--- config.mk ---
export PLATFORM = sky130hd
export DESIGN_NAME = phy_link_mode_power_control
export DESIGN_NICKNAME = d
export VERILOG_FILES = /design/src/verilog/phy_ctl_pkg.sv /design/src/verilog/phy_link_mode_power_control.sv
export SDC_FILE = /design/constraint.sdc
export NUM_CORES = 1
export LEC_CHECK = 0
export ABC_AREA = 1
export BUFFER_PORTS_ARGS = -buffer_cell sky130_fd_sc_hd__buf_2
export CAP_MARGIN = 20
export CELL_PAD_IN_SITES_DETAIL_PLACEMENT = 0
export CELL_PAD_IN_SITES_GLOBAL_PLACEMENT = 1
export CORE_MARGIN = 2
export CORE_UTILIZATION = 44
export CTS_CLUSTER_DIAMETER = 150
export CTS_CLUSTER_SIZE = 16
export DETAILED_ROUTE_END_ITERATION = 8
export HOLD_SLACK_MARGIN = 0.12
export PLACE_DENSITY_LB_ADDON = 0.1
export SLEW_MARGIN = 20
export SYNTH_ARGS = -nofsm -noshare
export SYNTH_HDL_FRONTEND = slang
export SYNTH_SLANG_ARGS = --single-unit
--- constraint.sdc ---
create_clock -name i_clk_sys -period 2.85 [get_ports i_clk_sys]
set_input_delay 0.4275 -clock i_clk_sys [delete_from_list [all_inputs] [get_ports i_clk_sys]]
set_output_delay 0.4275 -clock i_clk_sys [all_outputs]
set_load 0.05 [all_outputs]
--- src/verilog/phy_ctl_pkg.sv ---
`default_nettype none
package phy_ctl_pkg;
  // ==========================================================
  // clock and timing
  localparam int CLK_HZ = 40_000_000;
  localparam int BREAK_MS = 1250;
  localparam int BREAK_CYC = BREAK_MS * (CLK_HZ / 1000);
  localparam int PMT_RST_MS = 2;
  localparam int PMT_RST_CYC = PMT_RST_MS * (CLK_HZ / 1000);
  localparam int BCR_RST_US = 256;
  localparam int BCR_RST_CYC = BCR_RST_US * (CLK_HZ / 1_000_000);
  localparam int XOVER_US = 60;
  localparam int XOVER_CYC = XOVER_US * (CLK_HZ / 1_000_000);
  localparam int XOVER_EXT_US = 240;
  localparam int XOVER_EXT_CYC = XOVER_EXT_US * (CLK_HZ / 1_000_000);
  localparam int NLP_TX_SHORT_MS = 1;
  localparam int NLP_TX_SHORT_CYC = NLP_TX_SHORT_MS * (CLK_HZ / 1000);
  localparam int NLP_TX_LONG_MS = 2;
  localparam int NLP_TX_LONG_CYC = NLP_TX_LONG_MS * (CLK_HZ / 1000);
  localparam int NLP_RX_SHORT_MS = 16;
  localparam int NLP_RX_SHORT_CYC = NLP_RX_SHORT_MS * (CLK_HZ / 1000);
  localparam int NLP_RX_LONG_MS = 32;
  localparam int NLP_RX_LONG_CYC = NLP_RX_LONG_MS * (CLK_HZ / 1000);
  localparam int CNT_W = 26;
  localparam int STRAP_WAIT = 3;
  // ==========================================================
  // register indices
  localparam logic [4:0] REG_CTRL = 5'h00;
  localparam logic [4:0] REG_ADV = 5'h04;
  localparam logic [4:0] REG_PARTNER = 5'h05;
  localparam logic [4:0] REG_EXPAN = 5'h06;
  // ==========================================================
  // field positions
  localparam int B_SRST = 15;
  localparam int B_SPEED = 13;
  localparam int B_AN_EN = 12;
  localparam int B_PDOWN = 11;
  localparam int B_RESTART = 9;
  localparam int B_DUPLEX = 8;
  localparam int B_ABIL_LO = 5;
  localparam int B_ABIL_HI = 8;
  localparam int B_PD_FAULT = 4;
  localparam int B_LP_AN_ABLE = 0;
  localparam int B_TXS_NOCARR = 10;
  // ability bits within [8:5]
  localparam int A_100FD = 3;
  localparam int A_100HD = 2;
  localparam int A_10FD = 1;
  localparam int A_10HD = 0;
  // ==========================================================
  // reset values
  localparam logic RST_SPEED = 1'b1;
  localparam logic RST_AN_EN = 1'b1;
  localparam logic RST_DUPLEX = 1'b1;
  localparam logic [3:0] RST_ADV = 4'hF;
  localparam logic [4:0] SELECTOR = 5'h01;
  // ==========================================================
  // types
  typedef enum {ST_RESET, ST_PDOWN, ST_BREAK, ST_ABILITY, ST_LINK, ST_FORCED,
                ST_ENERGY_DETECT_POWER_DOWN} link_state_e;
  typedef struct packed {
    logic flp;
    logic mlt3;
    logic nlp;
    logic energy;
    logic rx_act;
    logic sig_ok;
    logic strap;
  } line_s;
endpackage : phy_ctl_pkg
`default_nettype wire

--- src/verilog/phy_link_mode_power_control.sv ---
// Behaviour
// - no fast pulses: speed from symbols, half duplex
// - parallel link clears partner negotiation flag
// - parallel detect fault sets expansion bit four
// - partner abilities held; parallel speed written
// - restart on control bit nine or loss
// - management restart waits break link timer
// - negotiation off forces speed and duplex
// - forced bits ignored while negotiating
// - half duplex: carrier from both, collision
// - full duplex: receive while not transmitting, no collision
// - carrier high on activity, low otherwise
// - no carrier flag from internal carrier
// - crossover swap, disabled by bit or strap
// - extended crossover time in forced modes
// - power down bit; clearing resets phy
// - energy power down transmits only optional pulses
// - energy wakes, restores state, sets flag
// - enabled energy flag raises interrupt
// - optional pulses sent; one or two wake
// - power control reset bit clears after 2 ms
// - control bit fifteen reset, 256 us
// - ability priority 100FD,100HD,10FD,10HD
// - advertised bits from register four
`timescale 1ns/1ps
`default_nettype none
module phy_link_mode_power_control #(
  parameter int BREAK_CYC = phy_ctl_pkg::BREAK_CYC,
  parameter int PMT_RST_CYC = phy_ctl_pkg::PMT_RST_CYC,
  parameter int BCR_RST_CYC = phy_ctl_pkg::BCR_RST_CYC,
  parameter int NLP_TX_SHORT_CYC = phy_ctl_pkg::NLP_TX_SHORT_CYC,
  parameter int NLP_TX_LONG_CYC = phy_ctl_pkg::NLP_TX_LONG_CYC,
  parameter int NLP_RX_SHORT_CYC = phy_ctl_pkg::NLP_RX_SHORT_CYC,
  parameter int NLP_RX_LONG_CYC = phy_ctl_pkg::NLP_RX_LONG_CYC
) (
  input wire logic i_clk_sys,
  input wire logic i_rst,
  input wire logic [4:0] i_reg_addr,
  input wire logic [15:0] i_reg_wdata,
  input wire logic i_reg_we,
  output logic [15:0] o_reg_rdata,
  input wire logic i_pmt_reset_wr,
  output logic o_phy_soft_reset_bit,
  input wire phy_ctl_pkg::line_s i_line,
  input wire logic [15:0] i_lcw,
  input wire logic i_lcw_valid,
  input wire logic i_tx_en,
  input wire logic i_mdix_disable,
  input wire logic i_extend_xover,
  input wire logic i_energy_detect_powerdown_enable,
  input wire logic i_energy_detect_power_down_tx_nlp_en,
  input wire logic i_energy_detect_power_down_tx_long,
  input wire logic i_energy_detect_power_down_single_nlp_wake,
  input wire logic i_energy_detect_power_down_rx_long,
  input wire logic i_energy_int_en,
  input wire logic i_energy_flag_clr,
  output logic o_line_energy_present,
  output logic o_energy_event_flag,
  output logic o_phy_irq,
  output logic o_crs,
  output logic o_col,
  output logic o_no_carrier,
  output logic o_speed_100,
  output logic o_full_duplex,
  output logic o_link_up,
  output logic o_quiet,
  output logic o_powered_down,
  output logic o_tx_nlp,
  output logic o_mdi_swap
);
  // ==========================================================
  // line synchroniser
  phy_ctl_pkg::line_s ln_a_r, ln_r, ln_d_r;
  always_ff @(posedge i_clk_sys) begin
    ln_a_r <= i_line;
    ln_r <= ln_a_r;
    ln_d_r <= ln_r;
  end
  wire nlp_pulse = ln_r.nlp & ~ln_d_r.nlp;

  // ==========================================================
  // state and registers
  phy_ctl_pkg::link_state_e st_r, st_nxt, saved_r;
  logic [phy_ctl_pkg::CNT_W-1:0] cnt_r, rst_len_r;
  logic speed_r, an_en_r, pdown_r, duplex_r, bcr_busy_r, pmt_busy_r;
  logic [3:0] adv_r;
  logic [15:0] partner_r;
  logic pd_fault_r, lp_able_r, res_spd_r, res_dup_r, seen1_r;
  logic strap_r, flag_r;
  logic [1:0] strap_cnt_r;

  // write decode
  wire wr_ctrl = i_reg_we & (i_reg_addr == phy_ctl_pkg::REG_CTRL);
  wire wr_adv = i_reg_we & (i_reg_addr == phy_ctl_pkg::REG_ADV);
  wire wr_srst = wr_ctrl & i_reg_wdata[phy_ctl_pkg::B_SRST];
  wire wr_pdown = wr_ctrl & i_reg_wdata[phy_ctl_pkg::B_PDOWN];
  wire wr_an_en = i_reg_wdata[phy_ctl_pkg::B_AN_EN];
  wire wr_restart = wr_ctrl & i_reg_wdata[phy_ctl_pkg::B_RESTART] & wr_an_en;
  wire in_reset = (st_r == phy_ctl_pkg::ST_RESET);
  // power down cleared: automatic soft reset
  wire pd_wake = (st_r == phy_ctl_pkg::ST_PDOWN) & ~pdown_r;
  wire rst_done = in_reset & (cnt_r == rst_len_r);
  wire active = (st_r == phy_ctl_pkg::ST_ABILITY) | (st_r == phy_ctl_pkg::ST_LINK) |
                (st_r == phy_ctl_pkg::ST_FORCED);

  wire [3:0] common = adv_r & i_lcw[phy_ctl_pkg::B_ABIL_HI:phy_ctl_pkg::B_ABIL_LO];
  wire an_spd = common[phy_ctl_pkg::A_100FD] | common[phy_ctl_pkg::A_100HD];
  wire an_dup = common[phy_ctl_pkg::A_100FD] |
                (~common[phy_ctl_pkg::A_100HD] & common[phy_ctl_pkg::A_10FD]);
  wire lcw_ok = i_lcw_valid & (common != 4'h0);
  wire par_one = ~ln_r.flp & (ln_r.mlt3 ^ ln_r.nlp);
  wire par_fault = ~ln_r.flp & ln_r.mlt3 & ln_r.nlp;
  wire in_able = (st_r == phy_ctl_pkg::ST_ABILITY);

  wire [phy_ctl_pkg::CNT_W-1:0] rx_win = i_energy_detect_power_down_rx_long ?
    phy_ctl_pkg::CNT_W'(NLP_RX_LONG_CYC) : phy_ctl_pkg::CNT_W'(NLP_RX_SHORT_CYC);
  wire in_energy_detect_power_down = (st_r == phy_ctl_pkg::ST_ENERGY_DETECT_POWER_DOWN);
  wire wake = in_energy_detect_power_down & ln_r.energy & nlp_pulse &
              (i_energy_detect_power_down_single_nlp_wake | (seen1_r & (cnt_r <= rx_win)));

  // next state
  always_comb begin
    st_nxt = st_r;
    case (st_r)
      phy_ctl_pkg::ST_RESET: begin
        if (rst_done) begin
          if (pdown_r) begin
            st_nxt = phy_ctl_pkg::ST_PDOWN;
          end else if (an_en_r) begin
            st_nxt = phy_ctl_pkg::ST_ABILITY;
          end else begin
            st_nxt = phy_ctl_pkg::ST_FORCED;
          end
        end
      end
      phy_ctl_pkg::ST_PDOWN: begin
        if (!pdown_r) begin
          st_nxt = phy_ctl_pkg::ST_RESET;
        end
      end
      phy_ctl_pkg::ST_BREAK: begin
        if (cnt_r == phy_ctl_pkg::CNT_W'(BREAK_CYC - 1)) begin
          st_nxt = phy_ctl_pkg::ST_ABILITY;
        end
      end
      phy_ctl_pkg::ST_ABILITY: begin
        if (lcw_ok || par_one) begin
          st_nxt = phy_ctl_pkg::ST_LINK;
        end
      end
      phy_ctl_pkg::ST_LINK: begin
        if (!ln_r.sig_ok) begin
          st_nxt = phy_ctl_pkg::ST_ABILITY;
        end
      end
      phy_ctl_pkg::ST_ENERGY_DETECT_POWER_DOWN: begin
        if (wake) begin
          st_nxt = saved_r;
        end
      end
      default: st_nxt = st_r;
    endcase
    if (active) begin
      if (wr_ctrl && !wr_an_en) begin
        st_nxt = phy_ctl_pkg::ST_FORCED;
      end else if (wr_restart) begin
        st_nxt = phy_ctl_pkg::ST_BREAK;
      end else if (wr_ctrl && st_r == phy_ctl_pkg::ST_FORCED) begin
        st_nxt = phy_ctl_pkg::ST_ABILITY;
      end else if (i_energy_detect_powerdown_enable && !ln_r.energy) begin
        st_nxt = phy_ctl_pkg::ST_ENERGY_DETECT_POWER_DOWN;
      end
    end
    if (wr_pdown && !in_reset) begin
      st_nxt = phy_ctl_pkg::ST_PDOWN;
    end
    if (i_pmt_reset_wr || wr_srst) begin
      st_nxt = phy_ctl_pkg::ST_RESET;
    end
  end

  // state register and shared counter
  always_ff @(posedge i_clk_sys) begin
    if (i_rst) begin
      st_r <= phy_ctl_pkg::ST_RESET;
      saved_r <= phy_ctl_pkg::ST_ABILITY;
      cnt_r <= '0;
    end else begin
      st_r <= st_nxt;
      if (st_nxt == phy_ctl_pkg::ST_ENERGY_DETECT_POWER_DOWN && active) begin
        saved_r <= st_r;
      end
      if (st_nxt != st_r || (in_energy_detect_power_down && nlp_pulse)) begin
        cnt_r <= '0;
      end else if (cnt_r != '1) begin
        cnt_r <= cnt_r + 1'b1;
      end
    end
  end

  always_ff @(posedge i_clk_sys) begin
    if (i_rst) begin
      rst_len_r <= '0;
      bcr_busy_r <= 1'b0;
      pmt_busy_r <= 1'b0;
    end else if (i_pmt_reset_wr) begin
      rst_len_r <= phy_ctl_pkg::CNT_W'(PMT_RST_CYC - 1);
      pmt_busy_r <= 1'b1;
    end else if (wr_srst || pd_wake) begin
      rst_len_r <= phy_ctl_pkg::CNT_W'(BCR_RST_CYC - 1);
      bcr_busy_r <= wr_srst;
    end else if (rst_done) begin
      bcr_busy_r <= 1'b0;
      pmt_busy_r <= 1'b0;
    end
  end

  always_ff @(posedge i_clk_sys) begin
    if (i_rst || i_pmt_reset_wr || wr_srst || pd_wake) begin
      speed_r <= phy_ctl_pkg::RST_SPEED;
      an_en_r <= phy_ctl_pkg::RST_AN_EN;
      duplex_r <= phy_ctl_pkg::RST_DUPLEX;
      pdown_r <= 1'b0;
    end else if (wr_ctrl && !in_reset) begin
      speed_r <= i_reg_wdata[phy_ctl_pkg::B_SPEED];
      an_en_r <= wr_an_en;
      duplex_r <= i_reg_wdata[phy_ctl_pkg::B_DUPLEX];
      pdown_r <= i_reg_wdata[phy_ctl_pkg::B_PDOWN];
    end
    if (i_rst || i_pmt_reset_wr) begin
      adv_r <= phy_ctl_pkg::RST_ADV;
    end else if (wr_adv) begin
      adv_r <= i_reg_wdata[phy_ctl_pkg::B_ABIL_HI:phy_ctl_pkg::B_ABIL_LO];
    end
  end

  always_ff @(posedge i_clk_sys) begin
    if (i_rst || i_pmt_reset_wr || wr_srst || pd_wake) begin
      partner_r <= '0;
      pd_fault_r <= 1'b0;
      lp_able_r <= 1'b0;
      res_spd_r <= 1'b0;
      res_dup_r <= 1'b0;
    end else if (in_able && lcw_ok) begin
      partner_r <= i_lcw;
      lp_able_r <= 1'b1;
      res_spd_r <= an_spd;
      res_dup_r <= an_dup;
    end else if (in_able && par_one) begin
      partner_r <= '0;
      partner_r[phy_ctl_pkg::B_ABIL_LO + phy_ctl_pkg::A_100HD] <= ln_r.mlt3;
      partner_r[phy_ctl_pkg::B_ABIL_LO + phy_ctl_pkg::A_10HD] <= ln_r.nlp;
      lp_able_r <= 1'b0;
      res_spd_r <= ln_r.mlt3;
      res_dup_r <= 1'b0;
    end else if (in_able && par_fault) begin
      pd_fault_r <= 1'b1;
    end
  end

  wire op_spd = an_en_r ? res_spd_r : speed_r;
  wire op_dup = an_en_r ? res_dup_r : duplex_r;
  wire link = (st_r == phy_ctl_pkg::ST_LINK) |
              ((st_r == phy_ctl_pkg::ST_FORCED) & ln_r.sig_ok);
  wire quiet = ~active;
  wire rx_act = ln_r.rx_act & ~quiet;
  // no data goes out while quiet, so no transmit carrier then
  wire tx_act = i_tx_en & ~quiet;
  wire crs_nxt = op_dup ? (rx_act & ~tx_act) : (rx_act | tx_act);
  wire col_nxt = ~op_dup & tx_act & rx_act;

  // mode and carrier outputs
  always_ff @(posedge i_clk_sys) begin
    if (i_rst) begin
      o_crs <= 1'b0;
      o_col <= 1'b0;
      o_no_carrier <= 1'b0;
      o_speed_100 <= 1'b0;
      o_full_duplex <= 1'b0;
      o_link_up <= 1'b0;
    end else begin
      o_crs <= crs_nxt;
      o_col <= col_nxt;
      o_no_carrier <= i_tx_en & ~crs_nxt;
      o_speed_100 <= op_spd;
      o_full_duplex <= op_dup;
      o_link_up <= link;
    end
  end

  // ==========================================================
  // crossover
  logic [phy_ctl_pkg::CNT_W-1:0] xo_cnt_r;
  wire forced = (st_r == phy_ctl_pkg::ST_FORCED);
  wire [phy_ctl_pkg::CNT_W-1:0] xo_len = (forced && i_extend_xover) ?
    phy_ctl_pkg::CNT_W'(phy_ctl_pkg::XOVER_EXT_CYC - 1) :
    phy_ctl_pkg::CNT_W'(phy_ctl_pkg::XOVER_CYC - 1);
  wire mdix_on = ~i_mdix_disable & strap_r & active & ~link;
  always_ff @(posedge i_clk_sys) begin
    if (i_rst || !mdix_on) begin
      xo_cnt_r <= '0;
    end else if (xo_cnt_r >= xo_len) begin
      xo_cnt_r <= '0;
    end else begin
      xo_cnt_r <= xo_cnt_r + 1'b1;
    end
    if (i_rst || (i_mdix_disable | ~strap_r)) begin
      o_mdi_swap <= 1'b0;
    end else if (mdix_on && xo_cnt_r >= xo_len) begin
      o_mdi_swap <= ~o_mdi_swap;
    end
  end

  always_ff @(posedge i_clk_sys) begin
    if (i_rst) begin
      strap_cnt_r <= '0;
      strap_r <= 1'b0;
    end else if (strap_cnt_r != 2'(phy_ctl_pkg::STRAP_WAIT)) begin
      strap_cnt_r <= strap_cnt_r + 1'b1;
      strap_r <= ln_r.strap;
    end
  end

  // ==========================================================
  // energy power down
  logic [phy_ctl_pkg::CNT_W-1:0] nlp_cnt_r;
  wire [phy_ctl_pkg::CNT_W-1:0] tx_int = i_energy_detect_power_down_tx_long ?
    phy_ctl_pkg::CNT_W'(NLP_TX_LONG_CYC - 1) : phy_ctl_pkg::CNT_W'(NLP_TX_SHORT_CYC - 1);
  wire nlp_due = in_energy_detect_power_down & i_energy_detect_power_down_tx_nlp_en & (nlp_cnt_r >= tx_int);
  always_ff @(posedge i_clk_sys) begin
    if (i_rst || !in_energy_detect_power_down || nlp_due) begin
      nlp_cnt_r <= '0;
    end else begin
      nlp_cnt_r <= nlp_cnt_r + 1'b1;
    end
    if (i_rst || !in_energy_detect_power_down) begin
      seen1_r <= 1'b0;
    end else if (nlp_pulse) begin
      seen1_r <= 1'b1;
    end
    o_tx_nlp <= ~i_rst & nlp_due;
  end

  always_ff @(posedge i_clk_sys) begin
    if (i_rst) begin
      flag_r <= 1'b0;
    end else if (wake) begin
      flag_r <= 1'b1;
    end else if (i_energy_flag_clr) begin
      flag_r <= 1'b0;
    end
  end

  assign o_energy_event_flag = flag_r;
  assign o_phy_irq = flag_r & i_energy_int_en;
  assign o_line_energy_present = ln_r.energy;
  assign o_quiet = quiet;
  assign o_powered_down = in_energy_detect_power_down | (st_r == phy_ctl_pkg::ST_PDOWN);
  assign o_phy_soft_reset_bit = pmt_busy_r;

  // ==========================================================
  // register read
  wire [15:0] rd_ctrl = {bcr_busy_r, 1'b0, speed_r, an_en_r, pdown_r, 2'h0, duplex_r, 8'h00};
  wire [15:0] rd_adv = {7'h00, adv_r, phy_ctl_pkg::SELECTOR};
  wire [15:0] rd_exp = {11'h000, pd_fault_r, 3'h0, lp_able_r};
  wire [15:0] rd_mux = (i_reg_addr == phy_ctl_pkg::REG_CTRL) ? rd_ctrl :
                       (i_reg_addr == phy_ctl_pkg::REG_ADV) ? rd_adv :
                       (i_reg_addr == phy_ctl_pkg::REG_PARTNER) ? partner_r :
                       (i_reg_addr == phy_ctl_pkg::REG_EXPAN) ? rd_exp : 16'h0000;
  always_ff @(posedge i_clk_sys) begin
    if (i_rst) begin
      o_reg_rdata <= '0;
    end else begin
      o_reg_rdata <= rd_mux;
    end
  end

  // ==========================================================
  // checks
  property p_restart;
    @(posedge i_clk_sys) disable iff (i_rst)
      (active && wr_restart && !i_pmt_reset_wr && !wr_srst && !wr_pdown && wr_ctrl)
      |=> st_r == phy_ctl_pkg::ST_BREAK;
  endproperty
  a_restart: assert property (p_restart) else $error("restart did not break link");
  property p_break;
    @(posedge i_clk_sys) disable iff (i_rst)
      $rose(st_r == phy_ctl_pkg::ST_BREAK) |-> ##1 quiet [*3];
  endproperty
  a_break: assert property (p_break) else $error("activity during break");
  property p_par;
    @(posedge i_clk_sys) disable iff (i_rst)
      (in_able && !lcw_ok && par_one && !i_pmt_reset_wr && !wr_srst)
      |=> !lp_able_r && !res_dup_r && res_spd_r == $past(ln_r.mlt3);
  endproperty
  a_par: assert property (p_par) else $error("parallel detect result wrong");
  property p_fault;
    @(posedge i_clk_sys) disable iff (i_rst)
      (in_able && !lcw_ok && par_fault && !i_pmt_reset_wr && !wr_srst) |=> pd_fault_r;
  endproperty
  a_fault: assert property (p_fault) else $error("fault bit not set");
  property p_fd;
    @(posedge i_clk_sys) disable iff (i_rst)
      (op_dup && i_tx_en) |=> !o_crs && !o_col;
  endproperty
  a_fd: assert property (p_fd) else $error("full duplex carrier on transmit");
  property p_hd;
    @(posedge i_clk_sys) disable iff (i_rst)
      (!op_dup && i_tx_en && rx_act) |=> o_crs && o_col;
  endproperty
  a_hd: assert property (p_hd) else $error("half duplex collision missed");
  property p_pdown;
    @(posedge i_clk_sys) disable iff (i_rst)
      (st_r == phy_ctl_pkg::ST_PDOWN && !pdown_r) |=> in_reset && rst_len_r == phy_ctl_pkg::CNT_W'(BCR_RST_CYC - 1);
  endproperty
  a_pdown: assert property (p_pdown) else $error("power up without reset");
  property p_energy_detect_power_down;
    @(posedge i_clk_sys) disable iff (i_rst)
      in_energy_detect_power_down |=> !o_crs && (o_tx_nlp -> i_energy_detect_power_down_tx_nlp_en);
  endproperty
  a_energy_detect_power_down: assert property (p_energy_detect_power_down) else $error("activity in energy power down");
  property p_srst;
    @(posedge i_clk_sys) disable iff (i_rst)
      (wr_srst && !i_pmt_reset_wr) |=> bcr_busy_r ##1 o_reg_rdata[phy_ctl_pkg::B_SRST] || i_reg_addr != phy_ctl_pkg::REG_CTRL;
  endproperty
  a_srst: assert property (p_srst) else $error("reset bit not read as one");
  property p_irq;
    @(posedge i_clk_sys) disable iff (i_rst)
      (wake && i_energy_int_en) |=> o_phy_irq;
  endproperty
  a_irq: assert property (p_irq) else $error("energy interrupt missing");
endmodule : phy_link_mode_power_control
`default_nettype wire
==> results of run 1 <==
[cells in the mapped netlist (all sizes together), types with 3 or more instances]
| library cell | n |
|---|---|
| a211oi | 6 |
| a21oi | 52 |
| a31oi | 6 |
| and3 | 5 |
| buf | 17 |
| clkbuf | 22 |
| clkinv | 5 |
| dfxtp | 219 |
| ha | 20 |
| inv | 200 |
| nand2 | 304 |
| nand3 | 109 |
| nand3b | 17 |
| nand4 | 28 |
| nor2 | 260 |
| nor3 | 36 |
| nor3b | 12 |
| nor4 | 12 |
| o21a | 3 |
| o21ai | 59 |
| or2 | 4 |
| xnor2 | 11 |
| xor2 | 27 |
[cell usage in the layout, fill, tap and decap left out, types with 5 or more instances in the layout]
master and instances:
nand2_1 282, dfxtp_1 218, nor2_1 204, inv_1 190, buf_4 114, nand3_1 86
buf_2 79, a21oi_1 48, o21ai_0 48, nor2_4 36, nor3_1 29, nand4_1 27
xor2_1 27, clkbuf_16 22, nand3_2 21, nor2_2 18, nand3b_1 17, ha_1 17
buf_6 13, nand2_4 11, nor4_1 11, xnor2_1 11, buf_12 11, conb_1 11
nand2_2 10, nor3b_1 9, o21ai_1 9, inv_2 8, dlygate4sd3_1 7, a211oi_1 6
a31oi_1 6, and3_1 5, nor3_2 5
[cells by family (layout without fill, tap and decap cells)]
group,after synthesis,count (layout)
compound gates,131,131
xor+xnor,38,38
fa+ha+maj,20,20
buf+inv,244,454
flops,219,219
mux,1,1
other cells,1,11
simple gates,788,788
[sequential cells by signal, summed over array words and instances (netlist names), 2 cells and up]
| name | count |
|---|---|
| saved_r | 32 |
| st_r | 32 |
| cnt_r | 26 |
| nlp_cnt_r | 26 |
| xo_cnt_r | 26 |
| o_reg_rdata | 16 |
| partner_r | 16 |
| ln_a_r | 7 |
| ln_r | 6 |
| adv_r | 4 |
| rst_len_r | 3 |
| strap_cnt_r | 2 |
[worst reg2reg max path, cell delays in order (launching register included)]
cell,delay (ns)
dfxtp_2,0.34
nor2_2,0.11
nand2_1,0.09
nor2_2,0.15
nand2_2,0.13
nor2_8,0.17
buf_6,0.14
buf_4,0.12
buf_4,0.11
nand3_1,0.08
nand2_2,0.13
nand2_1,0.07
nor2_1,0.12
nand3_1,0.09
nand2_1,0.06
nand2_1,0.09
nand3_1,0.09
nand2_1,0.07
nor2_1,0.12
nand3_2,0.11
nor2_4,0.15
nand2_8,0.11
clkbuf_16,0.19
nor2_4,0.07
[per-stage QoR]
stage | TNS, ns | utilization (%) | setup slack [ns] | power (mW) | instances
6_report | -2.92 | 57.1 | -0.113 | 5.81 | 1981
5_1_grt | -13.56 | 57.1 | -0.280 | 6.06 | 1981
4_1_cts | -0.0203 | 54.1 | -0.00539 | 5.83 | 1962
3_5_place_dp | -15.60 | 51.5 | -0.313 | 3.66 | 1933
3_3_place_gp | -12.52 | 51.5 | -0.264 | 3.65 | 1933
2_1_floorplan | 0 | - | 0.225 | 3.48 | 1452
[power by group]
part           switching [mW]  total (mW)  internal (mW)
logic                   0.322       0.548          0.226
clock network            1.07        2.13           1.06
registers              0.0276        3.13           3.10
[area by class of cell]
cell class	instances	area share [%]
Multi-Input combinational cell	989	41.0
Clock buffer	17	3.19
Inverter	205	5.90
Sequential cell	219	32.9
Clock inverter	1	0.0564
Tap cell	319	3.00
Timing Repair Buffer	231	13.9
[timing repair]
action | CTS | global route
endpoints found under the setup margin | 43 | 95
gates resized for setup | 20 | 122
setup buffers | 3 | 13
gates cloned | 1 | 6
pin swaps | 4 | 33
endpoints found under the hold margin | 7 | 0
hold buffers | 7 | 0
[routing by layer]
layer | track usage (%) | vias to the layer above
met5 | 0 | -
met4 | 3.46 | 2
met3 | 3.15 | 27
met2 | 33.0 | 133
met1 | 29.2 | 4261
li1 | - | 4980
[final timing paths]
path	end	slack, ns	cells past startpoint
hold / removal	adv_r[1]	0.17	3
setup / recovery	cnt_r[21]	-0.11	23
hold reg to reg	ln_r[5]	0.32	0
setup reg to reg	cnt_r[21]	-0.11	23
==> flow_summary.json, run 1 <==
{
  "ys_seq_elements": 219,
  "setup_viol": 47,
  "htree_levels": 1,
  "max-cap-violations": 0,
  "grt_pass1_wl_um": 41500,
  "yosysSeqAreaShare_pct": 42.2,
  "grt_max_degree": 33,
  "viasPerCell": 4.75,
  "cts_buffers": 17,
  "drv_slew": 0,
  "fp-row-count": 56,
  "synthTopCellsByArea": "dfxtp_1 (42%), nand2_1 (11%), nor2_1 (8.3%)",
  "hold_path.class": "input pin to flop",
  "synth_cells": 1442,
  "cts_tree": "yes",
  "fp.dieH_um": 158,
  "synth_top_flop_cell": "dfxtp_1",
  "path_common_cell": "nand2_1",
  "async_flop_share_pct": 0,
  "wl_met3_um": 1020,
  "hold_violations": 0,
  "layout.nets": 1742,
  "synth_edf_count": 0,
  "dr_total_vias": 9403,
  "synth-simple-area-share_pct": 35.5,
  "worstSetupEndpointType": "flop",
  "clk_pin_slew_worst_paths_ns": 0.07,
  "synth.largest_area_cell": "dfxtp_1",
  "syn_to_final_growth_pct": 28.2,
  "portBuffers": 81,
  "r2r-start": "st_r[27]",
  "yosysWarningCount": 0,
  "crit_slowest_cell": "dfxtp_2",
  "max_freq_ghz": 0.338,
  "slew_headroom_pct": 61.5,
  "postLayoutCellArea_um2": 13300,
  "worstPathMaxFanout": 5,
  "antenna_cells": 0,
  "drive_gt1_share_pct": 23.1,
  "min_from": "i_reg_wdata[6]",
  "synth_xor_area_share_pct": 3.20,
  "m1WireLength_um": 12800,
  "met2_length_um": 11900,
  "crit_chain": "nor2_2 -> nand2_1 -> nor2_2 -> nand2_2 -> nor2_8 -> buf_6 -> buf_4 -> buf_4 -> nand3_1 -> nand2_2 -> nand2_1 -> nor2_1 -> nand3_1 -> nand2_1 -> nand2_1 -> nand3_1 -> nand2_1 -> nor2_1 -> nand3_2 -> nor2_4 -> nand2_8 -> clkbuf_16 -> nor2_4",
  "postPlaceCellArea_um2": 12000,
  "synth_top_family_by_area": "simple AND/OR/NAND/NOR gates",
  "root_buffer": "clkbuf_16",
  "vdd_drop_max_v": 0.000459,
  "status": "finished, violations left",
  "synth_mux_area_share_pct": 0.0964,
  "drtIter0Drc": 464,
  "tightestPinTransition_ns": 0.572,
  "slowest_delay_ns": 0.34,
  "synth_top_area_share_pct": 42.2,
  "synth_area_um2": 10400,
  "start_kind": "flop",
  "crit_arrival_ns": 3.40,
  "cpLargestDelayFamily": "simple AND/OR/NAND/NOR gates",
  "start_util_pct": 44.5,
  "antenna_found_initial": 1,
  "wl_um": 26100,
  "drtAntennaViolNets": 0,
  "gp_congestion": 0.856,
  "power.leakage_nw": 6.02,
  "crit_start": "st_r[27]",
  "synth-compound-area-share_pct": 6.78,
  "powerDensity_nw_per_um2": 436,
  "core_um2": 23300,
  "timing.final.ws_setup_ns": -0.113,
  "fin_skew_ns": 0.0136,
  "wl_per_cell_um": 13.2,
  "multi_input_area_um2": 5460,
  "gr-usage-all-layers_pct": 20.4,
  "first_pass_iters": 5,
  "avgSynthCellArea_um2": 7.20,
  "fill_cells": 2275,
  "fin_crit_sh_pct": 104,
  "regArea_um2": 4390,
  "top_layer": "met5",
  "grt-ovfl-total": 0,
  "dieArea_um2": 24900,
  "num_io_pins": 89,
  "path_class": "flop to flop",
  "rsz0062_at_grt": "true",
  "clkLatencyLatePin_ns": 0.49,
  "dp_hpwl_um": 18800,
  "clk_path_buf_depth": 3,
  "period_minus_slack_ns": 2.96,
  "cp.required_ns": 3.28,
  "die_w_um": 158,
  "cts_sinks": 219,
  "violations": "negative setup slack",
  "grt_pass1_vias": 8607,
  "yosys.area_share.adder_pct": 2.41,
  "drc": 0,
  "path_buf_inv": 4,
  "timing.hold.ws_ns": 0.174,
  "ys_types": 48
}
(Power assumes the default switching activity.)
==> run 2, diff against run 1 <==
--- a/config.mk
+++ b/config.mk
@@ -6,17 +6,18 @@
 export NUM_CORES = 1
 export LEC_CHECK = 0
 export ABC_AREA = 1
-export BUFFER_PORTS_ARGS = -buffer_cell sky130_fd_sc_hd__buf_2
 export CAP_MARGIN = 20
 export CELL_PAD_IN_SITES_DETAIL_PLACEMENT = 0
 export CELL_PAD_IN_SITES_GLOBAL_PLACEMENT = 1
 export CORE_MARGIN = 2
-export CORE_UTILIZATION = 44
+export CORE_UTILIZATION = 46
 export CTS_CLUSTER_DIAMETER = 150
 export CTS_CLUSTER_SIZE = 16
 export DETAILED_ROUTE_END_ITERATION = 8
+export DONT_BUFFER_PORTS = 1
 export HOLD_SLACK_MARGIN = 0.12
 export PLACE_DENSITY_LB_ADDON = 0.1
+export SETUP_SLACK_MARGIN = 0.2
 export SLEW_MARGIN = 20
 export SYNTH_ARGS = -nofsm -noshare
 export SYNTH_HDL_FRONTEND = slang
==> run 2 against run 1 <==
Effect of this change:
- the flow still finishes with violations (negative setup slack)
- global-route usage increased by 1.6 points
- critical path type unchanged
- wire length increased by 1.2%
- highest routed layer is now met4
- sequential cell count unchanged
- die area decreased by 4.2%
- clock skew about the same
- first-iteration DRC count increased by 5.2%
- core utilization increased by 3.1 points
- setup slack improved by 0.010 ns
- total power decreased by 0.80%
==> flow_summary.json, run 2 (synthesis gave the netlist of run 1 again) <==
{
  "grt_pass1_wl_um": 43500,
  "hold_violations": 0,
  "crit_arrival_ns": 3.38,
  "drtIter0Drc": 488,
  "worstSetupEndpointType": "flop",
  "timing.hold.ws_ns": 0.139,
  "gr-usage-all-layers_pct": 22.0,
  "drc": 0,
  "start_util_pct": 47.2,
  "grt_max_degree": 41,
  "vdd_drop_max_v": 0.000426,
  "antenna_cells": 0,
  "reg2regPathDepth": 22,
  "fin_skew_ns": 0.0140,
  "slew_headroom_pct": 60.3,
  "post-place-ws_ns": -0.210,
  "die_w_um": 154,
  "core_um2": 22000,
  "swShare_pct": 24.0,
  "syn_to_final_growth_pct": 27.7,
  "htree_levels": 1,
  "dp_hpwl_um": 18400,
  "clkLatencyLatePin_ns": 0.49,
  "reg2reg_to": "cnt_r[0]",
  "regArea_um2": 4390,
  "drive_gt1_share_pct": 21.6,
  "postPlaceCellArea_um2": 11500,
  "start_kind": "flop",
  "wl_per_cell_um": 14.0,
  "cts_buffers": 17,
  "clk_pin_slew_worst_paths_ns": 0.07,
  "multi_input_area_um2": 5590,
  "reg_top3": "saved_r (32), st_r (32)",
  "setup-tns-final_ns": -2.87,
  "max_freq_ghz": 0.339,
  "gp_congestion": 0.867,
  "fin_crit_sh_pct": 104,
  "num_io_pins": 89,
  "drtAntennaViolNets": 0,
  "path_class": "flop to flop",
  "powerDensity_nw_per_um2": 434,
  "layout.nets": 1690,
  "p_int_mw": 4.38,
  "p_comb_share_pct": 8.4,
  "cts_sinks": 219,
  "root_buffer": "clkbuf_16",
  "critPathCapture": "cnt_r[0]",
  "clk_path_buf_depth": 3,
  "utilization_pct": 60.2,
  "dr_total_vias": 9293,
  "rsz0062_at_grt": "true",
  "tightestPinTransition_ns": 0.590,
  "drv_slew": 0,
  "power.leakage_nw": 5.79,
  "wl_um": 26400,
  "grt_pass1_vias": 8817,
  "final_cell_mix": "nand2_1 (280), dfxtp_1 (214), nor2_1 (203)",
  "cts_tree": "yes",
  "power.share.sequential_pct": 54.6,
  "max-cap-violations": 0,
  "antenna_found_initial": 0,
  "fp-row-count": 54,
  "power_mw": 5.76,
  "setup_viol": 49,
  "period_minus_slack_ns": 2.95,
  "final_common_cell": "nand2_1",
  "r2r-start": "st_r[25]",
  "postLayoutCellArea_um2": 13300,
  "grt-ovfl-total": 0,
  "violations": "negative setup slack",
  "fin_cells": 1891,
  "dieArea_um2": 23800,
  "rrSetupSlack_ns": -0.10,
  "dp_cells": 1808,
  "status": "finished, violations left",
  "crit_start": "st_r[25]",
  "cp.required_ns": 3.28,
  "portBuffers": 0,
  "first_pass_iters": 5,
  "p_sw_mw": 1.38,
  "fill_cells": 2093,
  "viasPerCell": 4.91,
  "timing.final.ws_setup_ns": -0.103,
  "worstPathMaxFanout": 10,
  "p_clk_share_pct": 37.0,
  "hold_path.class": "input pin to flop",
  "fp.dieH_um": 154
}
==> run 2: final cells by class <==
class | instances | share of cell area [%]
Inverter | 205 | 5.98
Clock inverter | 2 | 0.123
Multi-Input combinational cell | 990 | 42.1
Timing Repair Buffer | 178 | 12.8
Tap cell | 280 | 2.64
Sequential cell | 219 | 33.1
Clock buffer | 17 | 3.21
==> run 2: worst max-delay path, cell delays in order (launching register included) <==
cell and delay, ns:
dfxtp_2 0.33, nor2_2 0.10, nand2_1 0.07, nor2_2 0.14, nand2_2 0.14, nor2_8 0.17
buf_4 0.14, nand2_4 0.04, nand3_2 0.07, nand2_2 0.07, clkinv_4 0.08, nand2_4 0.07
nor2_8 0.22, buf_6 0.17, nand2_1 0.08, xor2_1 0.15, nor2_1 0.11, nand3_1 0.10
nor2_2 0.18, nand2_4 0.10, buf_12 0.14, buf_12 0.14, nor2_1 0.07
==> run 2: how the worst min path moves through the flow <==
stage	start	endpoint	cells after the start
CTS	i_reg_wdata[8]	duplex_r	2
global placement	ln_a_r[2]	ln_r[2]	0
detailed placement	ln_a_r[4]	ln_r[4]	0
finish	i_energy_flag_clr	o_energy_event_flag	3
floorplan	ln_a_r[0]	ln_r[0]	0
global route	i_energy_flag_clr	o_energy_event_flag	3
==> run 2: routing by layer <==
| layer | vias up | track usage [%] | wire [µm] | share of wire (%) |
|---|---|---|---|---|
| li1 | 4897 | - | - | - |
| met2 | 112 | 38.2 | 12500 | 47 |
| met3 | 42 | 2.58 | 725 | 2.7 |
| met1 | 4242 | 29.4 | 12700 | 48 |
| met5 | - | 0 | 0 | 0 |
| met4 | 0 | 5.07 | 538 | 2.0 |
==> run 2: power groups by stage <==
| stage | Clock, mW | Combinational, mW | Sequential (mW) |
|---|---|---|---|
| 2_1_floorplan | 0 | 0.270 | 3.21 |
| 3_3_place_gp | 0 | 0.358 | 3.22 |
| 3_5_place_dp | 0 | 0.361 | 3.22 |
| 4_1_cts | 2.21 | 0.473 | 3.15 |
| 5_1_grt | 2.32 | 0.529 | 3.15 |
| 6_report | 2.13 | 0.484 | 3.15 |
==> run 2: timing repair <==
action	in CTS	in global routing
endpoints found under the setup margin	76	120
buffers inserted	17	7
hold endpoints to repair	74	0
pin swaps	36	27
resized for setup	96	70
hold buffers	33	0
cloned	4	3
